`config.mk`:
```
export PLATFORM = sky130hd
export DESIGN_NAME = power_mgmt_csr
export DESIGN_NICKNAME = d
export VERILOG_FILES = /design/src/hw/pm_csr_pkg.sv /design/src/hw/pm_state_reg.sv /design/src/hw/pm_read_mux.sv /design/src/hw/power_mgmt_csr.sv
export SDC_FILE = /design/constraint.sdc
export NUM_CORES = 1
export LEC_CHECK = 0
export BUFFER_PORTS_ARGS = -buffer_cell sky130_fd_sc_hd__buf_2
export CORE_UTILIZATION = 31
export DETAILED_ROUTE_END_ITERATION = 12
export PLACE_DENSITY = 0.83
export SETUP_SLACK_MARGIN = 0.15
export SYNTH_ARGS = -nofsm -noshare
export SYNTH_HDL_FRONTEND = slang
export SYNTH_SLANG_ARGS = --single-unit
```
`constraint.sdc`:
```
create_clock -name i_core_clk -period 1.9 [get_ports i_core_clk]
set_input_delay 0 -clock i_core_clk [delete_from_list [all_inputs] [get_ports i_core_clk]]
set_output_delay 0 -clock i_core_clk [all_outputs]
set_load 0.005 [all_outputs]
```
`src/hw/pm_csr_pkg.sv`:
```
package pm_csr_pkg;

   // ***************************************************************
   // register map
   // ***************************************************************
   localparam logic [7:0] PM_DWORD_OFFSET = 8'h54; // dword holding both registers
   localparam logic [7:0] CSR_OFFSET      = 8'h54; // power_state_control_status
   localparam logic [7:0] BSE_OFFSET      = 8'h56; // bridge_power_support_ext
   localparam logic [7:0] DATA_OFFSET     = 8'h57; // unused data register, reads zero

   // ***************************************************************
   // field positions
   // ***************************************************************
   localparam int WAKE_STAT_BIT    = 15;
   localparam int SCALE_HI_BIT     = 14;
   localparam int SCALE_LO_BIT     = 13;
   localparam int SELECT_HI_BIT    = 12;
   localparam int SELECT_LO_BIT    = 9;
   localparam int WAKE_EN_BIT      = 8;
   localparam int RSVD_HI_BIT      = 7;
   localparam int RSVD_LO_BIT      = 4;
   localparam int CTX_KEPT_BIT     = 3;
   localparam int RSVD_BIT         = 2;
   localparam int STATE_HI_BIT     = 1;
   localparam int STATE_LO_BIT     = 0;
   localparam int CLK_STOP_BIT     = 7;  // within the extension byte
   localparam int BUS_STATE_BIT    = 6;  // within the extension byte
   localparam int BSE_RSVD_HI_BIT  = 5;

   // ***************************************************************
   // reset values and constant fields
   // ***************************************************************
   localparam logic [15:0] CSR_RESET      = 16'h0000;
   localparam logic [7:0]  BSE_RESET      = 8'h40;
   localparam logic        WAKE_EN_RESET  = 1'h0;
   localparam logic        BUS_STATE_B2   = 1'h1;
   localparam logic [7:0]  DATA_REG_VALUE = 8'h00;

   // ***************************************************************
   // power states, in field encoding order
   // ***************************************************************
   typedef enum logic [1:0] {
      PWR_D0,
      PWR_D1,
      PWR_D2,
      PWR_D3HOT
   } power_state_t;

   // ***************************************************************
   // configuration access carriers
   // ***************************************************************
   typedef struct packed {
      logic        wr;
      logic        rd;
      logic [7:0]  addr;
      logic [3:0]  be;
      logic [31:0] wdata;
   } cfg_req_t;

   typedef struct packed {
      logic        valid;
      logic        hit;
      logic [31:0] rdata;
   } cfg_rsp_t;

endpackage

```
`src/hw/pm_state_reg.sv`:
```
`timescale 1ns/1ps
module pm_state_reg (
   // clock and reset
   input  wire logic                     i_core_clk,
   input  wire logic                     i_arst_n,
   // write strobes per byte lane
   input  wire logic                     i_wr_lane0,
   input  wire logic                     i_wr_lane1,
   input  wire logic [15:0]              i_wdata,
   // stored state
   output pm_csr_pkg::power_state_t      o_state,
   output logic                          o_wake_en
);

   // ***************************************************************
   // writable fields
   // ***************************************************************
   pm_csr_pkg::power_state_t state_ff;
   pm_csr_pkg::power_state_t nxt_state;
   logic                     wake_en_ff;
   logic                     nxt_wake_en;

   // every encoding is a supported state, so the cast cannot go illegal
   assign nxt_state   = i_wr_lane0 ?
                        pm_csr_pkg::power_state_t'(i_wdata[pm_csr_pkg::STATE_HI_BIT:
                                                           pm_csr_pkg::STATE_LO_BIT]) :
                        state_ff;
   assign nxt_wake_en = i_wr_lane1 ? i_wdata[pm_csr_pkg::WAKE_EN_BIT] : wake_en_ff;

   // only the async reset clears these; a D3hot to D0 move keeps them
   always_ff @(posedge i_core_clk or negedge i_arst_n) begin
      if (!i_arst_n) begin
         state_ff   <= pm_csr_pkg::PWR_D0;
         wake_en_ff <= pm_csr_pkg::WAKE_EN_RESET;
      end else begin
         state_ff   <= nxt_state;
         wake_en_ff <= nxt_wake_en;
      end
   end

   assign o_state   = state_ff;
   assign o_wake_en = wake_en_ff;

endmodule

```
`src/hw/pm_read_mux.sv`:
```
`timescale 1ns/1ps
module pm_read_mux (
   // live field sources
   input  pm_csr_pkg::power_state_t i_state,
   input  wire logic                i_wake_en,
   input  wire logic                i_rev_select,
   input  wire logic                i_clk_stop_enable,
   // assembled dword
   output logic [31:0]              o_dword
);

   // ***************************************************************
   // field assembly
   // ***************************************************************
   logic [15:0] csr_word;
   logic [7:0]  bse_byte;

   // constant and reserved fields come from the reset images, never from a store
   always_comb begin
      csr_word = pm_csr_pkg::CSR_RESET;
      csr_word[pm_csr_pkg::WAKE_EN_BIT]  = i_wake_en;
      csr_word[pm_csr_pkg::CTX_KEPT_BIT] = i_rev_select;
      csr_word[pm_csr_pkg::STATE_HI_BIT:pm_csr_pkg::STATE_LO_BIT] = i_state;
      bse_byte = pm_csr_pkg::BSE_RESET;
      bse_byte[pm_csr_pkg::BUS_STATE_BIT] = pm_csr_pkg::BUS_STATE_B2;
      bse_byte[pm_csr_pkg::CLK_STOP_BIT]  = i_clk_stop_enable;
   end

   assign o_dword = {pm_csr_pkg::DATA_REG_VALUE, bse_byte, csr_word};

endmodule

```
`src/hw/power_mgmt_csr.sv`:
```
`timescale 1ns/1ps
module power_mgmt_csr (
   // clock and reset
   input  wire logic                     i_core_clk,
   input  wire logic                     i_arst_n,
   // configuration space access
   input  pm_csr_pkg::cfg_req_t          i_cfg_req,
   output pm_csr_pkg::cfg_rsp_t          o_cfg_rsp,
   // bits mirrored from the general control register
   input  wire logic                     i_pm_revision_select,
   input  wire logic                     i_secondary_clock_stop_enable,
   // power state towards the rest of the bridge
   output pm_csr_pkg::power_state_t      o_power_state,
   output logic                          o_secondary_clock_stop
);

   // ***************************************************************
   // address decode
   // ***************************************************************
   logic        dword_hit;
   logic        wr_lane0;
   logic        wr_lane1;
   logic        rd_hit;

   // low address bits are lane selects, so the dword compare drops them
   assign dword_hit = (i_cfg_req.addr[7:2] == pm_csr_pkg::PM_DWORD_OFFSET[7:2]);
   // lanes 2 and 3 hold only read-only bytes (constants and the mirrored clock stop bit), so writes there have no target
   assign wr_lane0  = i_cfg_req.wr & dword_hit & i_cfg_req.be[0];
   assign wr_lane1  = i_cfg_req.wr & dword_hit & i_cfg_req.be[1];
   assign rd_hit    = i_cfg_req.rd & dword_hit;

   // ***************************************************************
   // writable storage
   // ***************************************************************
   pm_csr_pkg::power_state_t state;
   logic                     wake_en;

   pm_state_reg u_state (
      .i_core_clk (i_core_clk),
      .i_arst_n   (i_arst_n),
      .i_wr_lane0 (wr_lane0),
      .i_wr_lane1 (wr_lane1),
      .i_wdata    (i_cfg_req.wdata[15:0]),
      .o_state    (state),
      .o_wake_en  (wake_en)
   );

   // ***************************************************************
   // read path
   // ***************************************************************
   logic [31:0] rd_dword;

   pm_read_mux u_mux (
      .i_state           (state),
      .i_wake_en         (wake_en),
      .i_rev_select      (i_pm_revision_select),
      .i_clk_stop_enable (i_secondary_clock_stop_enable),
      .o_dword           (rd_dword)
   );

   pm_csr_pkg::cfg_rsp_t rsp_ff;
   pm_csr_pkg::cfg_rsp_t nxt_rsp;
   logic                 clk_stop_ff;
   logic                 nxt_clk_stop;

   // every read gets one answer a cycle later; misses read as zero
   assign nxt_rsp.valid = i_cfg_req.rd;
   assign nxt_rsp.hit   = rd_hit;
   assign nxt_rsp.rdata = rd_hit ? rd_dword : 32'h0000_0000;

   // clocks stop only when both in D3hot and the enable says so
   assign nxt_clk_stop  = (state == pm_csr_pkg::PWR_D3HOT) &
                          i_secondary_clock_stop_enable;

   // answer and status registers
   always_ff @(posedge i_core_clk or negedge i_arst_n) begin
      if (!i_arst_n) begin
         rsp_ff      <= '0;
         clk_stop_ff <= 1'h0;
      end else begin
         rsp_ff      <= nxt_rsp;
         clk_stop_ff <= nxt_clk_stop;
      end
   end

   assign o_cfg_rsp              = rsp_ff;
   assign o_power_state          = state;
   assign o_secondary_clock_stop = clk_stop_ff;

   logic [15:0] rd_csr;
   logic [7:0]  rd_bse;
   assign rd_csr = o_cfg_rsp.rdata[15:0];
   assign rd_bse = o_cfg_rsp.rdata[23:16];

   logic hit_read;
   assign hit_read = o_cfg_rsp.valid & o_cfg_rsp.hit;
endmodule

```
=== Word-level counts from Yosys, hierarchy flattened ===
Index checks and enable logic that the tools add are counted.

* Eq/ne operators: 2
* Mux-type cells: 1
* Bitwise logic cells: 5

{| class="wikitable"
|+ Operators with widths
! cell !! count
|-
| 2-to-1 mux 24 bit || 1
|-
| equality test 6 x 5 -> 1 bit (second input constant) || 1
|-
| AND 1 bit || 5
|-
| equality test 2 bit (second input constant) || 1
|}

* Input port bits: 50
* Register bits: 30
* Word-level logic and storage cells: 14
* Output and inout bits: 37

=== Logic depth before layout (Yosys ltp) ===
* Depth after elaboration: 3
* Mapped depth: 3

=== By module ===
A second synthesis with hierarchy kept.

* Cells, all modules: 122
* Area total of the unflattened synthesis: 1632.8 µm²

{| class="wikitable"
|+ By module, submodules not included
! module !! times used !! cells each !! area an instance (µm²)
|-
| power_mgmt_csr || 1 || 82 || 1276.2
|-
| pm_read_mux || 1 || 34 || 247.7
|-
| pm_state_reg || 1 || 6 || 108.9
|}

=== Worst setup path after synthesis ===
No wires, ideal clock.

* Path kind: in2reg
* From: input i_cfg_req[41] (netlist name)
* To: register u_state.state_ff[0] (netlist: u_state.o_state[0])
* Path buffers: 0
* Path slack: 1.059 ns
* Arrival time: 0.713 ns
* Stages on the path: 3
* Data required time: 1.773 ns
* Cell sequence: and4bb_1 -> nand4_2 -> mux2_1

* Cells in the longest elaborated chain, start to end: 3

{| class="wikitable"
|+ Ends and longest elaborated chain
! item !! RTL line !! text
|-
| start, declared || power_mgmt_csr.sv:7 || <nowiki>input pm_csr_pkg::cfg_req_t i_cfg_req,</nowiki>
|-
| equality test 6 x 5 -> 1 bit || power_mgmt_csr.sv:26 || <nowiki>assign dword_hit = (i_cfg_req.addr[7:2] == pm_csr_pkg::PM_DWORD_OFFSET[7:2]);</nowiki>
|-
| AND 1 bit (2 in series) || power_mgmt_csr.sv:28 || <nowiki>assign wr_lane0 = i_cfg_req.wr & dword_hit & i_cfg_req.be[0];</nowiki>
|-
| end signal, assigned || pm_state_reg.sv:33 || <nowiki>state_ff <= pm_csr_pkg::PWR_D0;</nowiki>
|-
| end signal, assigned || pm_state_reg.sv:36 || <nowiki>state_ff <= nxt_state;</nowiki>
|-
| end, declared || pm_state_reg.sv:18 || <nowiki>pm_csr_pkg::power_state_t state_ff;</nowiki>
|}

No other way between the ends.
A chain may end at the register's enable or synchronous reset.

==> metrics.log <==
INFO  metric run_status = finished clean
INFO  metric tritoncts_buffers = 3
INFO  metric parity_gate_share_of_the_synthesized_area_counting_xor_and_xnor_cells = 0
INFO  metric synth_enable_flop_cells = 0
INFO  metric yosys-mux-area-fraction = 0.05649
INFO  metric static-leakage-power = between 0.4 and 0.5 nW
INFO  metric grt_pass1_wl = around 1.4 mm
INFO  metric worst_setup_hold_path_clk_slew = around 70 ps
INFO  metric power.ir.vdd_worst = around 0.2 mV
INFO  metric power-per-cell-area = ~600 nW/um^2
INFO  metric totalNegativeSetupSlack = 0 ps
INFO  metric power_frac_seq = 0.541
INFO  metric internal_power_component = approximately 350 uW
INFO  metric synthCells = 53
INFO  metric worst-path-max-fanout = 6
INFO  metric fp.coreArea = roughly 1800 um^2
INFO  metric clock_tree.buffer_depth = 2
INFO  metric synth.ff_latch_count = 11
INFO  metric final_layout_size_suffix_gt1_frac = 0.3596
INFO  metric die_area = about 2100 um^2
INFO  metric ys_top_cells_by_count = 27 x sky130_fd_sc_hd__buf_4, 11 x sky130_fd_sc_hd__dfrtp_1, 5 x sky130_fd_sc_hd__and2_1
INFO  metric firstDrtPassIters = 3
INFO  metric worstHoldPathType = input port to register
INFO  metric ys_types = 11
INFO  metric worst-endpoint-arrival = 1010 ps
INFO  metric hold_violations = 0
INFO  metric syn-cell-area = 598.1 um^2
INFO  metric clock_power_share = 0.331
INFO  metric postRouteWirelength = around 940 um
INFO  metric tritoncts = done
INFO  metric pwr-share-comb = 0.128
INFO  metric post-layout-total-power = 451.9 uW
INFO  metric ys.flop_type = sky130_fd_sc_hd__dfrtp_1
INFO  metric pin_count_of_the_biggest_net_entering_global_routing = 12
INFO  metric grt_setup_unrepaired = false
INFO  metric cap_viol_max_count = 0
INFO  metric fin_crit_sh = 0.4574
INFO  metric layout.nets = 140
INFO  metric final_slew_viol_count = 0
INFO  metric area_added_between_synthesis_and_finish = 25.73%
INFO  metric global_route.usage.total = 0.09454
INFO  metric simple_gate_portion_of_the_synthesized_area = 0.1381
INFO  metric crit_family = buffers and inverters
INFO  metric finalWorstPathRequiredPeriod = ~870 ps
INFO  metric port_buffers = 27
INFO  metric dpl_cell_area = 655.6 um^2
INFO  metric clk_latency = 260 ps
INFO  metric dp_cells = about 100
INFO  metric antenna_cells_inserted = 0
INFO  metric worstSetupPathType = input port to register
INFO  metric setup_violations = 0
INFO  metric post-synth-top-count-cell = sky130_fd_sc_hd__buf_4
INFO  metric worstPathCellList = dlygate4sd3_1 -> buf_2 -> and3_1 -> and2_1
INFO  metric achievable-frequency = roughly 1200 MHz
INFO  metric dp.final_hpwl = 755.4 um
INFO  metric via_count = between 300 and 400
INFO  metric synth_adder_area_share = 0
INFO  metric post_cts_resized = 0
INFO  metric post-synth-top-area-cell = sky130_fd_sc_hd__dfrtp_1
INFO  metric crit_slowest_cell = sky130_fd_sc_hd__dlygate4sd3_1
INFO  metric initial_core_util = 0.3390
INFO  metric gr-total-overflow = 0
INFO  metric num_rows = 15
INFO  metric worst_ep_required_time = 2040 ps
INFO  metric asyncSetResetFlopFracSynth = 1.000
INFO  metric synth.top_cells.by_area = sky130_fd_sc_hd__dfrtp_1 46%, sky130_fd_sc_hd__buf_4 34%, sky130_fd_sc_hd__and2_1 5.2%
INFO  metric via_per_inst = between 3 and 4
INFO  metric ctsRootBufferMaster = sky130_fd_sc_hd__clkbuf_4
INFO  metric yosys_warnings = 0
INFO  metric final_cell_area = around 750 um^2
INFO  metric first_iter_violations = 3
INFO  metric first_global_vias = between 300 and 400
INFO  metric cts_hold_repair.buffers = 7
INFO  metric fraction_of_power_spent_switching_nets = 0.2230
INFO  metric end_kind = register
INFO  metric yosysSeqAreaShare = 0.4603
INFO  metric route.detailed.wl_per_inst = about 8.2 um
INFO  metric cp_slowest_stage_delay = about 530 ps
INFO  metric synth_top_family_by_area = buffers and inverters
INFO  metric drc = 0
INFO  metric globalplace.congestion = 0.6783
INFO  metric chipWidth = between 40 and 50 um
INFO  metric skew = between 0.2 and 0.25 ps
INFO  metric critPathLaunchType = input port
INFO  metric initial_antenna_violation_count = 0
INFO  metric switchingPower = between 100 and 150 uW
INFO  metric critical_path_buf_inv_count = 2
INFO  metric postRouteAntennaNets = 0
INFO  metric synth_top_area_share = 0.4603
INFO  metric die-height = 45.93 um
INFO  metric io_pins = 87
INFO  metric synth_compound_area_frac = 0
INFO  metric cts.repair_timing.setup_buffer_count = 0
INFO  metric numClockSinks = 11
INFO  metric avgSynthCellArea = ~11 um^2
INFO  metric cts_max_level = 1
INFO  metric final-instance-count-excl-fill = ~110
[worst min-delay path: stages]
cell	delay, ps
sky130_fd_sc_hd__buf_2	120
sky130_fd_sc_hd__nand4_2	80
sky130_fd_sc_hd__mux2_1	130
[placed cells by master, fill, tap and decap left out, types with 2 or more instances in the layout]
master	n
sky130_fd_sc_hd__and2_1	5
sky130_fd_sc_hd__dlygate4sd3_1	7
sky130_fd_sc_hd__conb_1	26
sky130_fd_sc_hd__buf_2	27
sky130_fd_sc_hd__mux2_1	2
sky130_fd_sc_hd__dfrtp_1	11
sky130_fd_sc_hd__clkbuf_4	3
sky130_fd_sc_hd__and3_1	2
[final cells by class]
type,instances,area (um^2)
fill,191,1012
multi-input combinational,40,214.0
clock buffer,4,26.28
sequential,11,275.3
timing repair buffer,34,205.2
tap,25,31.28
[worst paths after layout]
| check | start | end | depth (start not counted) | slack [ps] |
|---|---|---|---|---|
| worst min register to register | u_state.o_wake_en | o_cfg_rsp[8] | 1 | 480 |
| worst max register to register | u_state.o_state[0] | u_state.o_state[0] | 1 | 1090 |
| min in group asynchronous | i_arst_n | o_cfg_rsp[0] | 2 | 140 |
| worst max-delay path | i_cfg_req[44] | o_cfg_rsp[23] | 4 | 1030 |
| worst min-delay path | i_cfg_req[45] | u_state.o_state[1] | 3 | 90 |
| max in group asynchronous | i_arst_n | o_cfg_rsp[3] | 2 | 1560 |
[power groups by stage]
| stage | logic, mW | clock network, mW | registers, mW |
|---|---|---|---|
| 2_1_floorplan | 0.0575 | 0 | 0.249 |
| 3_3_place_gp | 0.0444 | 0 | 0.249 |
| 3_5_place_dp | 0.0460 | 0 | 0.249 |
| 4_1_cts | 0.0573 | 0.158 | 0.244 |
| 5_1_grt | 0.0661 | 0.165 | 0.246 |
| 6_report | 0.0579 | 0.150 | 0.244 |
[metal layers]
metal,track usage,part of all wire,wire length (um),up-vias
li1,-,-,-,190
met1,0.09157,0.31,290,178
met2,0.1859,0.61,575,26
met3,0.01190,0.079,74,0
met4,0.05294,0,0,0
met5,0,0,0,-
[cell families after synthesis]
kind of cell  count (synthesis)
buf+inv                      27
mux                           3
other cells                   1
simple gates                 11
flops                        11
[through the flow]
stage	hold WS, ps	setup slack (ps)	util
floorplan	-295.6	1059	-
finish	93.37	1031	0.4262
global placement	-130.1	907.2	0.3716
detailed placement	-123.8	852.8	0.3716
global route	114.6	998.6	0.4262
CTS	85.73	1025	0.4262
[sequential cells by signal (all words and copies together), names as in the netlist]
register / count
o_secondary_clock_stop: 1
o_cfg_rsp: 7
u_state.o_state: 2
u_state.o_wake_en: 1
No activity file was read; power rests on OpenSTA's default activity.
